File: config.mk
export PLATFORM = sky130hd
export DESIGN_NAME = adc_conversion_sequencer
export DESIGN_NICKNAME = d
export VERILOG_FILES = /design/src/core/adc_seq_pkg.sv /design/src/core/adc_conversion_sequencer.sv
export VERILOG_INCLUDE_DIRS = /design/src /design/src/core
export SDC_FILE = /design/constraint.sdc
export NUM_CORES = 1
export LEC_CHECK = 0
export BUFFER_PORTS_ARGS = -buffer_cell sky130_fd_sc_hd__buf_2
export CAP_MARGIN = 0
export CELL_PAD_IN_SITES_DETAIL_PLACEMENT = 0
export CELL_PAD_IN_SITES_GLOBAL_PLACEMENT = 1
export CORE_MARGIN = 2
export CORE_UTILIZATION = 36
export CTS_CLUSTER_SIZE = 10
export DETAILED_ROUTE_END_ITERATION = 8
export HOLD_SLACK_MARGIN = 0.03
export PLACE_DENSITY = 0.8
export SLEW_MARGIN = 0
export SYNTH_ARGS = -nofsm -noshare
export SYNTH_HDL_FRONTEND = slang
export SYNTH_SLANG_ARGS = --single-unit
export TNS_END_PERCENT = 50
File: constraint.sdc
create_clock -name clock_i -period 2.5 [get_ports clock_i]
set_input_delay 0 -clock clock_i [delete_from_list [all_inputs] [get_ports clock_i]]
set_output_delay 0 -clock clock_i [all_outputs]
set_load 0.1 [all_outputs]
File: src/core/adc_seq_consts.svh
// register offsets, field positions, reset values and timing counts of the conversion sequencer
`ifndef ADC_SEQ_CONSTS_SVH
`define ADC_SEQ_CONSTS_SVH
`define OFF_CTRL0 5'h00
`define OFF_CTRL1 5'h04
`define OFF_RES_HI 5'h08
`define OFF_RES_LO 5'h0c
`define OFF_IRQ_FLAG 5'h10
`define OFF_IRQ_EN 5'h14
`define CTRL0_EN_BIT 0
`define CTRL0_GO_BIT 1
`define CTRL0_CHS_LSB 2
`define CTRL0_CKS_LSB 6
`define CTRL1_JUST_BIT 7
`define FLAG_DONE_BIT 0
`define EN_DONE_BIT 0
`define CTRL0_RESET 8'h00
`define CTRL1_RESET 8'h00
`define CKS_DIV2 2'h0
`define CKS_DIV8 2'h1
`define CKS_DIV32 2'h2
`define CKS_RC 2'h3
`define DIV2_LAST 5'h01
`define DIV8_LAST 5'h07
`define DIV32_LAST 5'h1f
`define CLK_PERIOD_NS 5
`define INSN_CLOCKS 4
`define INSN_LAST 3'h3
`define CONV_LAST_TAD 4'ha
`define ABORT_LAST_TAD 1'b1
`define SAR_START 10'h200
`endif

File: src/core/adc_seq_pkg.sv
// types shared by the conversion sequencer
package adc_seq_pkg;
  typedef enum logic [1:0] {
    ST_IDLE,
    ST_DELAY,
    ST_CONV,
    ST_ABORT
  } conv_state_e;
  typedef struct packed {
    logic [1:0] clock_sel;
    logic [3:0] channel_sel;
    logic go;
    logic enable;
  } ctrl0_s;
endpackage : adc_seq_pkg

File: src/core/adc_conversion_sequencer.sv
// conversion sequencer for a 10-bit successive-approximation converter with avalon-mm registers
//
// Functional notes
// - done flag sets at every conversion end, regardless of interrupt enable.
// - hardware never clears the done flag; software clears it explicitly.
// - interrupt request raised only when done flag and its enable are both set.
// - a converter interrupt during low-power mode wakes the device.
// - after wake the next instruction runs; vectoring only with global enable.
// - 10-bit result presented left or right justified across result pair.
// - converter works only while its module enable bit is one.
// - writing go starts a conversion; go reads one while converting.
// - on completion go clears, done flag sets, result registers load.
// - clearing go mid-conversion aborts and keeps the previous result.
// - after abort wait two bit periods, then acquisition restarts automatically.
// - reset returns all registers to reset state, converter off, conversion ended.
// - with rc clock, conversion start is delayed one extra instruction cycle.
// - low-power, rc clock, interrupt off: power down after conversion, enable stays.
// - non-rc clock entering low-power mode aborts and powers down, enable stays.
// - special event trigger sets go and resets the timer-one counter.
// - a full conversion takes eleven bit periods, msb first.
// - clock select picks clock over 2, 8, 32, or the rc clock.
// - channel select picks inputs 0..13, voltage reference, fixed reference.
// - justify one is right, zero is left; left puts bits 9..2 high.
//
// The Avalon-MM register port and the address map are this design's own decisions.
`timescale 1ns/100ps
`default_nettype none
`include "adc_seq_consts.svh"
module adc_conversion_sequencer
  import adc_seq_pkg::*;
(
  // clock and reset
  input wire logic clock_i,
  input wire logic rstn_i,
  // avalon-mm slave
  input wire logic [4:0] address_i,
  input wire logic read_i,
  input wire logic write_i,
  input wire logic [3:0] byteenable_i,
  input wire logic [31:0] writedata_i,
  output logic [31:0] readdata_o,
  output logic waitrequest_o,
  // processor side
  input wire logic sleep_i,
  input wire logic global_irq_enable_i,
  output logic irq_o,
  output logic wake_o,
  output logic isr_vector_o,
  // capture unit and timer
  input wire logic special_event_i,
  output logic timer_reset_o,
  // analog core
  input wire logic rc_clk_i,
  input wire logic compare_i,
  output logic conv_power_o,
  output logic sample_o,
  output logic [3:0] channel_sel_o,
  output logic [9:0] dac_code_o
);

  ctrl0_s ctrl0_q;
  conv_state_e state_q;
  logic wait_q;
  logic [31:0] rdata_q;
  logic justify_q;
  logic flag_q;
  logic irq_en_q;
  logic pd_q;
  logic [9:0] sar_q;
  logic [9:0] result_q;
  logic [3:0] tad_cnt_q;
  logic [4:0] div_q;
  logic [2:0] insn_q;
  logic irq_q, wake_q, vec_q, trst_q, sample_q;
  logic [1:0] rc_sync_q, cmp_sync_q;
  logic rc_prev_q;
  logic [4:0] div_last;
  logic tad_tick, rc_sel, wr_acc, rd_acc, wr_b0;
  logic wr_ctrl0, sw_start, hw_start, start, sw_stop, sleep_abort, disable_wr;
  logic abort_now, done_evt, flag_clr;
  logic [3:0] bit_idx;
  logic [7:0] res_hi, res_lo;

  // async pins pass two flops before any use; at clock over 2 the synced compare lags a trial
  always_ff @(posedge clock_i or negedge rstn_i) begin
    if (!rstn_i) begin
      rc_sync_q <= 2'h0;
      cmp_sync_q <= 2'h0;
      rc_prev_q <= 1'b0;
    end else begin
      rc_sync_q <= {rc_sync_q[0], rc_clk_i};
      cmp_sync_q <= {cmp_sync_q[0], compare_i};
      rc_prev_q <= rc_sync_q[1];
    end
  end

  // bus strobes: one wait cycle, access takes effect when waitrequest is low
  assign wr_acc = write_i & ~wait_q;
  assign rd_acc = read_i & ~wait_q;
  assign wr_b0 = wr_acc & byteenable_i[0];
  assign wr_ctrl0 = wr_b0 & (address_i == `OFF_CTRL0);
  assign flag_clr = wr_b0 & (address_i == `OFF_IRQ_FLAG) & ~writedata_i[`FLAG_DONE_BIT];
  assign disable_wr = wr_ctrl0 & ~writedata_i[`CTRL0_EN_BIT];
  // go may only start on a module that was already enabled
  assign sw_start = wr_ctrl0 & writedata_i[`CTRL0_GO_BIT] & ctrl0_q.enable & ~ctrl0_q.go;
  // trigger timing is the system's concern, no check here
  assign hw_start = special_event_i & ctrl0_q.enable & ~ctrl0_q.go;
  assign start = (sw_start | hw_start) & ~disable_wr & ~pd_q;
  assign sw_stop = wr_ctrl0 & ~writedata_i[`CTRL0_GO_BIT] & ctrl0_q.go;
  assign rc_sel = (ctrl0_q.clock_sel == `CKS_RC);
  assign sleep_abort = sleep_i & ~rc_sel & ctrl0_q.go;
  assign abort_now = (state_q == ST_DELAY || state_q == ST_CONV) & (sw_stop | sleep_abort);
  assign bit_idx = 4'ha - tad_cnt_q;

  // bit period: divided system clock or rising edge of the rc clock
  always_comb begin
    case (ctrl0_q.clock_sel)
      `CKS_DIV2: div_last = `DIV2_LAST;
      `CKS_DIV8: div_last = `DIV8_LAST;
      `CKS_DIV32: div_last = `DIV32_LAST;
      default: div_last = `DIV2_LAST;
    endcase
  end
  assign tad_tick = rc_sel ? (rc_sync_q[1] & ~rc_prev_q) : (div_q == div_last);

  assign done_evt = (state_q == ST_CONV) & tad_tick & (tad_cnt_q == `CONV_LAST_TAD) &
                    ~abort_now & ~disable_wr;

  // divider restarts at every state change so each state sees whole bit periods
  always_ff @(posedge clock_i or negedge rstn_i) begin
    if (!rstn_i) begin
      div_q <= 5'h00;
    end else if (state_q == ST_IDLE || state_q == ST_DELAY || tad_tick || abort_now) begin
      div_q <= 5'h00;
    end else begin
      div_q <= div_q + 5'h01;
    end
  end

  // sequencing: idle, rc start delay, eleven bit periods, abort recovery
  always_ff @(posedge clock_i or negedge rstn_i) begin
    if (!rstn_i) begin
      state_q <= ST_IDLE;
      ctrl0_q.go <= 1'b0;
      tad_cnt_q <= 4'h0;
      insn_q <= 3'h0;
      sar_q <= 10'h000;
      result_q <= 10'h000;
    end else if (disable_wr) begin
      state_q <= ST_IDLE;
      ctrl0_q.go <= 1'b0;
    end else if (abort_now) begin
      state_q <= ST_ABORT;
      ctrl0_q.go <= 1'b0;
      tad_cnt_q <= 4'h0;
    end else begin
      case (state_q)
        ST_IDLE: begin
          if (start) begin
            ctrl0_q.go <= 1'b1;
            sar_q <= `SAR_START;
            tad_cnt_q <= 4'h0;
            insn_q <= 3'h0;
            state_q <= rc_sel ? ST_DELAY : ST_CONV;
          end
        end
        ST_DELAY: begin
          insn_q <= insn_q + 3'h1;
          if (insn_q == `INSN_LAST) begin
            state_q <= ST_CONV;
          end
        end
        ST_CONV: begin
          if (tad_tick) begin
            tad_cnt_q <= tad_cnt_q + 4'h1;
            if (tad_cnt_q != 4'h0) begin
              // resolve one bit, msb first, then trial the next lower one
              sar_q[bit_idx] <= cmp_sync_q[1];
              if (bit_idx != 4'h0) begin
                sar_q[bit_idx - 4'h1] <= 1'b1;
              end
            end
            if (tad_cnt_q == `CONV_LAST_TAD) begin
              result_q <= {sar_q[9:1], cmp_sync_q[1]};
              ctrl0_q.go <= 1'b0;
              state_q <= ST_IDLE;
            end
          end
        end
        ST_ABORT: begin
          if (tad_tick) begin
            tad_cnt_q <= tad_cnt_q + 4'h1;
            if (tad_cnt_q[0] == `ABORT_LAST_TAD) begin
              state_q <= ST_IDLE;
            end
          end
        end
        default: state_q <= ST_IDLE;
      endcase
    end
  end

  // software-owned control fields; channel codes pass straight to the mux
  always_ff @(posedge clock_i or negedge rstn_i) begin
    if (!rstn_i) begin
      ctrl0_q.enable <= 1'b0;
      ctrl0_q.clock_sel <= 2'h0;
      ctrl0_q.channel_sel <= 4'h0;
      justify_q <= 1'b0;
      irq_en_q <= 1'b0;
    end else if (wr_b0) begin
      if (address_i == `OFF_CTRL0) begin
        ctrl0_q.enable <= writedata_i[`CTRL0_EN_BIT];
        ctrl0_q.clock_sel <= writedata_i[`CTRL0_CKS_LSB +: 2];
        ctrl0_q.channel_sel <= writedata_i[`CTRL0_CHS_LSB +: 4];
      end
      if (address_i == `OFF_CTRL1) begin
        justify_q <= writedata_i[`CTRL1_JUST_BIT];
      end
      if (address_i == `OFF_IRQ_EN) begin
        irq_en_q <= writedata_i[`EN_DONE_BIT];
      end
    end
  end

  // done flag: a completion in the clearing cycle wins over the clear
  always_ff @(posedge clock_i or negedge rstn_i) begin
    if (!rstn_i) begin
      flag_q <= 1'b0;
    end else if (done_evt) begin
      flag_q <= 1'b1;
    end else if (flag_clr) begin
      flag_q <= 1'b0;
    end
  end

  // low-power power-down; enable bit is left alone, wakes when sleep ends
  always_ff @(posedge clock_i or negedge rstn_i) begin
    if (!rstn_i) begin
      pd_q <= 1'b0;
    end else if (!sleep_i) begin
      pd_q <= 1'b0;
    end else if (sleep_abort || (done_evt && rc_sel && !irq_en_q)) begin
      pd_q <= 1'b1;
    end
  end

  // processor-side requests, registered so every output is a flop
  always_ff @(posedge clock_i or negedge rstn_i) begin
    if (!rstn_i) begin
      irq_q <= 1'b0;
      wake_q <= 1'b0;
      vec_q <= 1'b0;
      trst_q <= 1'b0;
    end else begin
      irq_q <= flag_q & irq_en_q;
      wake_q <= flag_q & irq_en_q & sleep_i;
      // wake always resumes in line; only the global enable leads to the vector
      vec_q <= flag_q & irq_en_q & global_irq_enable_i;
      trst_q <= special_event_i;
    end
  end

  // analog side: sampling only while powered and idle, so acquisition restarts after a conversion or the abort wait
  always_ff @(posedge clock_i or negedge rstn_i) begin
    if (!rstn_i) begin
      sample_q <= 1'b0;
    end else begin
      sample_q <= ctrl0_q.enable & ~pd_q & (state_q == ST_IDLE);
    end
  end

  // justified views of the held result
  always_comb begin
    if (justify_q) begin
      res_hi = {6'h00, result_q[9:8]};
      res_lo = result_q[7:0];
    end else begin
      res_hi = result_q[9:2];
      res_lo = {result_q[1:0], 6'h00};
    end
  end

  // bus answer: read data latched at the request edge, unmapped reads give zero
  always_ff @(posedge clock_i or negedge rstn_i) begin
    if (!rstn_i) begin
      wait_q <= 1'b1;
      rdata_q <= 32'h0000_0000;
    end else if (wait_q && (read_i || write_i)) begin
      wait_q <= 1'b0;
      case (address_i)
        `OFF_CTRL0: rdata_q <= {24'h000000, ctrl0_q};
        `OFF_CTRL1: rdata_q <= {24'h000000, justify_q, 7'h00};
        `OFF_RES_HI: rdata_q <= {24'h000000, res_hi};
        `OFF_RES_LO: rdata_q <= {24'h000000, res_lo};
        `OFF_IRQ_FLAG: rdata_q <= {31'h00000000, flag_q};
        `OFF_IRQ_EN: rdata_q <= {31'h00000000, irq_en_q};
        default: rdata_q <= 32'h0000_0000;
      endcase
    end else begin
      wait_q <= 1'b1;
    end
  end

  assign readdata_o = rdata_q;
  assign waitrequest_o = wait_q;
  assign irq_o = irq_q;
  assign wake_o = wake_q;
  assign isr_vector_o = vec_q;
  assign timer_reset_o = trst_q;
  assign conv_power_o = ctrl0_q.enable & ~pd_q;
  assign sample_o = sample_q;
  assign channel_sel_o = ctrl0_q.channel_sel;
  assign dac_code_o = sar_q;

  // cycle count inside a conversion, read only by the checks below
  logic [5:0] conv_cyc_q;
  always_ff @(posedge clock_i or negedge rstn_i) begin
    if (!rstn_i) begin
      conv_cyc_q <= 6'h00;
    end else if (state_q != ST_CONV) begin
      conv_cyc_q <= 6'h00;
    end else begin
      conv_cyc_q <= conv_cyc_q + 6'h01;
    end
  end
endmodule : adc_conversion_sequencer
`default_nettype wire

* Yosys cells after proc, flatten, opt, wreduce, memory -nomap -nowiden *
Cells that the tools add are included.

word-level totals
  input bits = 50
  bits in read-only memories = 0
  output and inout port bits = 53
  memory bits (writable) = 0
  register bits = 89
  memories kept = 0
  word-level logic and storage cells = 173
  latch bits = 0

cells by class
  $lt $le $gt $ge = 4
  multiplexer cells = 43
  bitwise operators = 40
  multiply operators = 0
  eq/ne operators = 26
  $add $sub $neg = 5
  reduce and logical (&&, ||, !) cells = 31
  div/mod/pow operators = 0
  shift-type cells = 0

operators by type and width
  kind                                                         count
  one-hot mux 8 bit (6 select lines)                           1
  two-way mux 10 bit                                           4
  AND 1 bit                                                    28
  one-hot mux 10 bit (2 select lines)                          1
  two-way mux 2 bit                                            9
  two-way mux 8 bit                                            2
  inequality test 4 bit (second input constant)                4
  two-way mux 1 bit                                            13
  two-way mux 4 bit                                            3
  AND reduction 4 bit                                          3
  AND reduction 6 bit                                          2
  nonzero test 4 bit                                           3
  bitwise mux 10 bit                                           1
  == test 5 x 4 -> 1 bit (second input constant)               2
  == test 5 bit (second input constant)                        2
  less-than comparator 4 x 5 -> 1 bit (second input constant)  2
  bitwise OR 10 bit                                            1
  one-hot mux 5 bit (2 select lines)                           1
  inverter 1 bit                                               9
  demux 1 bit (select 4 bit)                                   2
  == test 2 bit (second input constant)                        4
  >= comparator 4 x 1 -> 1 bit (second input constant)         2
  inequality test 4 x 3 -> 1 bit (second input constant)       2
  one-hot mux 2 bit (4 select lines)                           1
  other kinds (30)                                             47

* Logic depth before layout (Yosys ltp) *
  depth after elaboration = 16
  gate-level depth with buffers = 10

* Worst setup path before layout *
Ideal clock, no wire load.

  path kind = reg-to-reg
  from = register wait_q, in the netlist waitrequest_o
  to = register result_q[3]
  data arrival time = 2.394 ns
  required time = 2.374 ns
  cell stages (with the launch flop) = 8
  path slack = -0.020 ns
  path through = dfstp_2 > and4bb_2 > nand2_1 > clkbuf_8 > o21bai_4 > nor3_1 > buf_4 > mux2_2

between the ends
  longest elaborated chain between the ends = 10

RTL lines
  what                                      line                             RTL
  start, declared                           adc_conversion_sequencer.sv:63   logic wait_q;
  start signal, assigned                    adc_conversion_sequencer.sv:287  wait_q <= 1'b1;
  start signal, assigned                    adc_conversion_sequencer.sv:290  wait_q <= 1'b0;
  start signal, assigned                    adc_conversion_sequencer.sv:301  wait_q <= 1'b1;
  inverter 1 bit (*)                        n/a
  AND 1 bit (*)                             adc_conversion_sequencer.sv:98   assign wr_acc = write_i & ~wait_q;
  AND 1 bit (*)                             adc_conversion_sequencer.sv:100  assign wr_b0 = wr_acc & byteenable_i[0];
  AND 1 bit (*)                             adc_conversion_sequencer.sv:101  assign wr_ctrl0 = wr_b0 & (address_i == `OFF_CTRL0);
  AND 1 bit (2 in a row)                    adc_conversion_sequencer.sv:109  assign sw_stop = wr_ctrl0 & ~writedata_i[`CTRL0_GO_BIT] & ctrl0_q.go;
  bitwise OR 1 bit                          adc_conversion_sequencer.sv:112  assign abort_now = (state_q == ST_DELAY || state_q == ST_CONV) & (sw_stop | sleep_abort);
  AND 1 bit                                 adc_conversion_sequencer.sv:112
  inverter 1 bit (no source line)           n/a
  AND reduction 5 bit (no source line) (*)  n/a
  end signal, assigned                      adc_conversion_sequencer.sv:184  result_q <= {sar_q[9:1], cmp_sync_q[1]};
  end, declared                             adc_conversion_sequencer.sv:70   logic [9:0] result_q;

Mark *: on every way between the ends. The rest lies on a longest branch, timed or not.
A chain may end at the register's enable or synchronous reset.

* Worst setup path in the final report *
  from = register ctrl0_q[6] (netlist name)
  to = register sar_q[1], in the netlist dac_code_o[1]

between the ends
  longest elaborated chain between the ends = 8

RTL lines
  what                                                                        line                             RTL
  start, declared                                                             adc_conversion_sequencer.sv:61   ctrl0_s ctrl0_q;
  branches (longest 7 deep; another with one-hot mux 5 bit (2 select lines))  n/a
  AND reduction 6 bit (no source line) (*)                                    n/a
  end signal, assigned                                                        adc_conversion_sequencer.sv:161  sar_q <= `SAR_START;
  end signal, assigned by index                                               adc_conversion_sequencer.sv:178  sar_q[bit_idx] <= cmp_sync_q[1];
  end, declared                                                               adc_conversion_sequencer.sv:69   logic [9:0] sar_q;

Every way passes the cells marked *.

==> results.json <==
{
  "p_sw_share_pct": 44.2,
  "die_h_um": 109,
  "power.switching_mw": 2.05,
  "finalHoldViolCount": 0,
  "core_area_um2": 10800,
  "critPathKind": "reg -> reg",
  "finalSetupViolCount": 7,
  "power_density_nw_per_um2": 945,
  "maxCapViolations": 0,
  "drtAntennaViolNets": 0,
  "peakVddDrop_uv": 422,
  "r2r_slack_ns": -0.07,
  "ys_ff_latch": 65,
  "vias": 3311,
  "grt_overflow": 0,
  "avgRoutedWirePerCell_um": 15.2,
  "port_buffers": 51,
  "outcome": "finished with violations",
  "hold_path_class": "in -> reg",
  "fin_skew_ns": 0.0139,
  "clock_latency_ns": 0.35,
  "path_clk_slew_ns": 0.09,
  "top_layer_used": "met4",
  "die-area_um2": 11800,
  "maxSlewViolCount": 0,
  "max_freq_mhz": 390,
  "start_util_pct": 36.6,
  "yosysTopAreaCell": "dfrtp_1",
  "area_growth_pct": 24.5,
  "violations": "setup timing",
  "multi_input_area_um2": 2110,
  "async_reset_ff_share_pct": 100,
  "synth-seq-area-share_pct": 41.2,
  "drc": 0,
  "slew_headroom_pct": 46.7,
  "synthCells": 410,
  "gp_congestion": 0.815,
  "synth_edf_count": 0,
  "area.sequential_um2": 1630,
  "layout-drive-gt1-share_pct": 28.4,
  "setup_ws_ns": -0.0665,
  "combPwrFrac_pct": 46.0,
  "wirelength_um": 9790,
  "ios": 103,
  "drt_iter0_drc": 232,
  "clockBufferDepth": 2,
  "worst-path-max-fanout": 6,
  "power.share.sequential_pct": 29.3,
  "diodes": 0,
  "cts_tree": "done",
  "synthTopCellsByCount": "dfrtp_1, nand2_1, nor2_1",
  "worstPathArrival_ns": 2.81,
  "yosysWarnings": 0,
  "fin_total_pwr_mw": 4.65,
  "hpwl_um": 7030,
  "power_leakage_nw": 2.32,
  "clockPowerShare_pct": 24.6,
  "dr_wl_met2_um": 4860,
  "die_width_um": 109,
  "cts.sinks": 65,
  "root_buffer": "clkbuf_8",
  "syn_area_um2": 3950,
  "num_rows": 38,
  "grtUsageTotal_pct": 16.3,
  "nFillCells": 1015,
  "grt_pass1_vias": 3111,
  "synth_cell_types": 75,
  "synth_area_leaders": "dfrtp_1, buf_4, ha_1, nand2_1, mux2_2",
  "fin_tns_setup_ns": -0.237,
  "htree_levels": 3,
  "grt_pass1_wl_um": 15200,
  "met3_length_um": 514,
  "drt-met1-wl_um": 4360,
  "fin_area_um2": 4920,
  "startpoint_type": "flip-flop",
  "worst_pin_slew_ns": 0.789,
  "intPower_mw": 2.59,
  "dpl_cell_area_um2": 4370,
  "yosysMostFrequentCell": "dfrtp_1",
  "grt_max_degree": 27,
  "nNetsFinal": 565,
  "fin_crit_sh_pct": 103,
  "synthFlopType": "dfrtp_1",
  "dp_slack_ns": 0.0332,
  "avgSynthCellArea_um2": 9.63,
  "end_kind": "flip-flop",
  "cp.required_ns": 2.74,
  "drt_pass1_iterations": 4,
  "grt_setup_unrepaired": "true",
  "viasPerCell": 5.14,
  "cts-buffers-inserted": 9,
  "synth_top_area_share_pct": 40.5,
  "fin_crit_ns": 2.57,
  "antenna_found_initial": 0
}
final timing paths:
path,endpoint,depth (start not counted),start
setup reg to reg,dac_code_o[1],10,ctrl0_q[6]
hold / removal,waitrequest_o,3,write_i
setup / recovery,dac_code_o[1],10,ctrl0_q[6]
hold reg to reg,cmp_sync_q[1],0,cmp_sync_q[0]
min in group asynchronous,readdata_o[2],2,rstn_i
max in group asynchronous,tad_cnt_q[2],3,rstn_i
layer usage:
| metal | vias up | GRT usage [%] |
|---|---|---|
| li1 | 1587 | - |
| met1 | 1625 | 21.8 |
| met2 | 93 | 27.4 |
| met3 | 6 | 2.69 |
| met4 | 0 | 4.12 |
| met5 | - | 0 |
timing repair:
action,CTS,global route
hold buffers,14,0
buffers inserted,0,7
pin swaps,1,7
resized for setup,0,25
gates cloned,0,1
endpoints found under the setup margin,1,18
endpoints found under the hold margin,37,0
critical path, cell delays in order (launching register included):
cell and delay, ns:
dfrtp_1 0.38, inv_2 0.07, ha_4 0.26, or3b_4 0.38, a221oi_4 0.34, nor2_4 0.09, a2111oi_4 0.41, clkbuf_16 0.21
buf_8 0.10, nor2b_1 0.04, a31o_2 0.20
cell families (layout without fill, tap and decap cells):
family | Yosys count | after routing | share of synthesized area [%]
simple gates | 138 | 138 | 17.7
buf+inv | 61 | 132 | 9.31
flops | 65 | 65 | 41.2
xor+xnor | 10 | 10 | 2.22
fa+ha+maj | 16 | 16 | 5.07
other cells | 1 | 24 | 0.0949
compound gates | 100 | 100 | 19.2
mux | 19 | 19 | 5.23
power by group through the flow:
| stage | sequential [mW] | combinational (mW) | clock, mW |
|---|---|---|---|
| 6_report | 1.36 | 2.14 | 1.14 |
| 3_3_place_gp | 1.37 | 1.97 | 0 |
| 3_5_place_dp | 1.38 | 2.00 | 0 |
| 2_1_floorplan | 1.71 | 1.23 | 0 |
| 5_1_grt | 1.39 | 2.32 | 1.21 |
| 4_1_cts | 1.36 | 2.02 | 1.16 |
final cells by class:
| type | count | share of cell area (%) |
|---|---|---|
| inverter | 19 | 1.45 |
| multi-input combinational | 307 | 42.9 |
| timing repair buffer | 97 | 13.8 |
| sequential | 65 | 33.2 |
| clock inverter | 7 | 2.52 |
| tap | 140 | 3.56 |
| clock buffer | 9 | 2.52 |
metrics by stage:
| stage | hold slack, ns | utilization (%) | cells |
|---|---|---|---|
| after CTS | 0.0373 | 44.1 | 636 |
| after global placement | -0.00121 | 40.5 | 606 |
| after floorplan | -0.296 | - | 433 |
| final | 0.0486 | 45.6 | 644 |
| after global routing | 0.0570 | 45.6 | 644 |
| after detailed placement | 0.00883 | 40.5 | 606 |
registers in the layout (all words and copies together) (netlist names), 3 cells and up:
register / flops
tad_cnt_q: 4
ctrl0_q: 4
channel_sel_o: 4
readdata_o: 8
dac_code_o: 10
result_q: 10
div_q: 5
insn_q: 3
cells in the final DEF (no fill, tap or decap), types with 6 or more instances in the layout:
master,n
inv_1,18
nand3_1,12
nand2_1,46
buf_2,51
a22oi_1,7
mux2i_1,6
conb_1,24
buf_4,27
mux2_2,13
dfrtp_1,64
nor2_1,31
dlygate4sd3_1,14
o31ai_1,9
a21oi_1,16
clkbuf_8,9
ha_1,15
o21ai_0,22
Power figures use the tool's default switching activity.
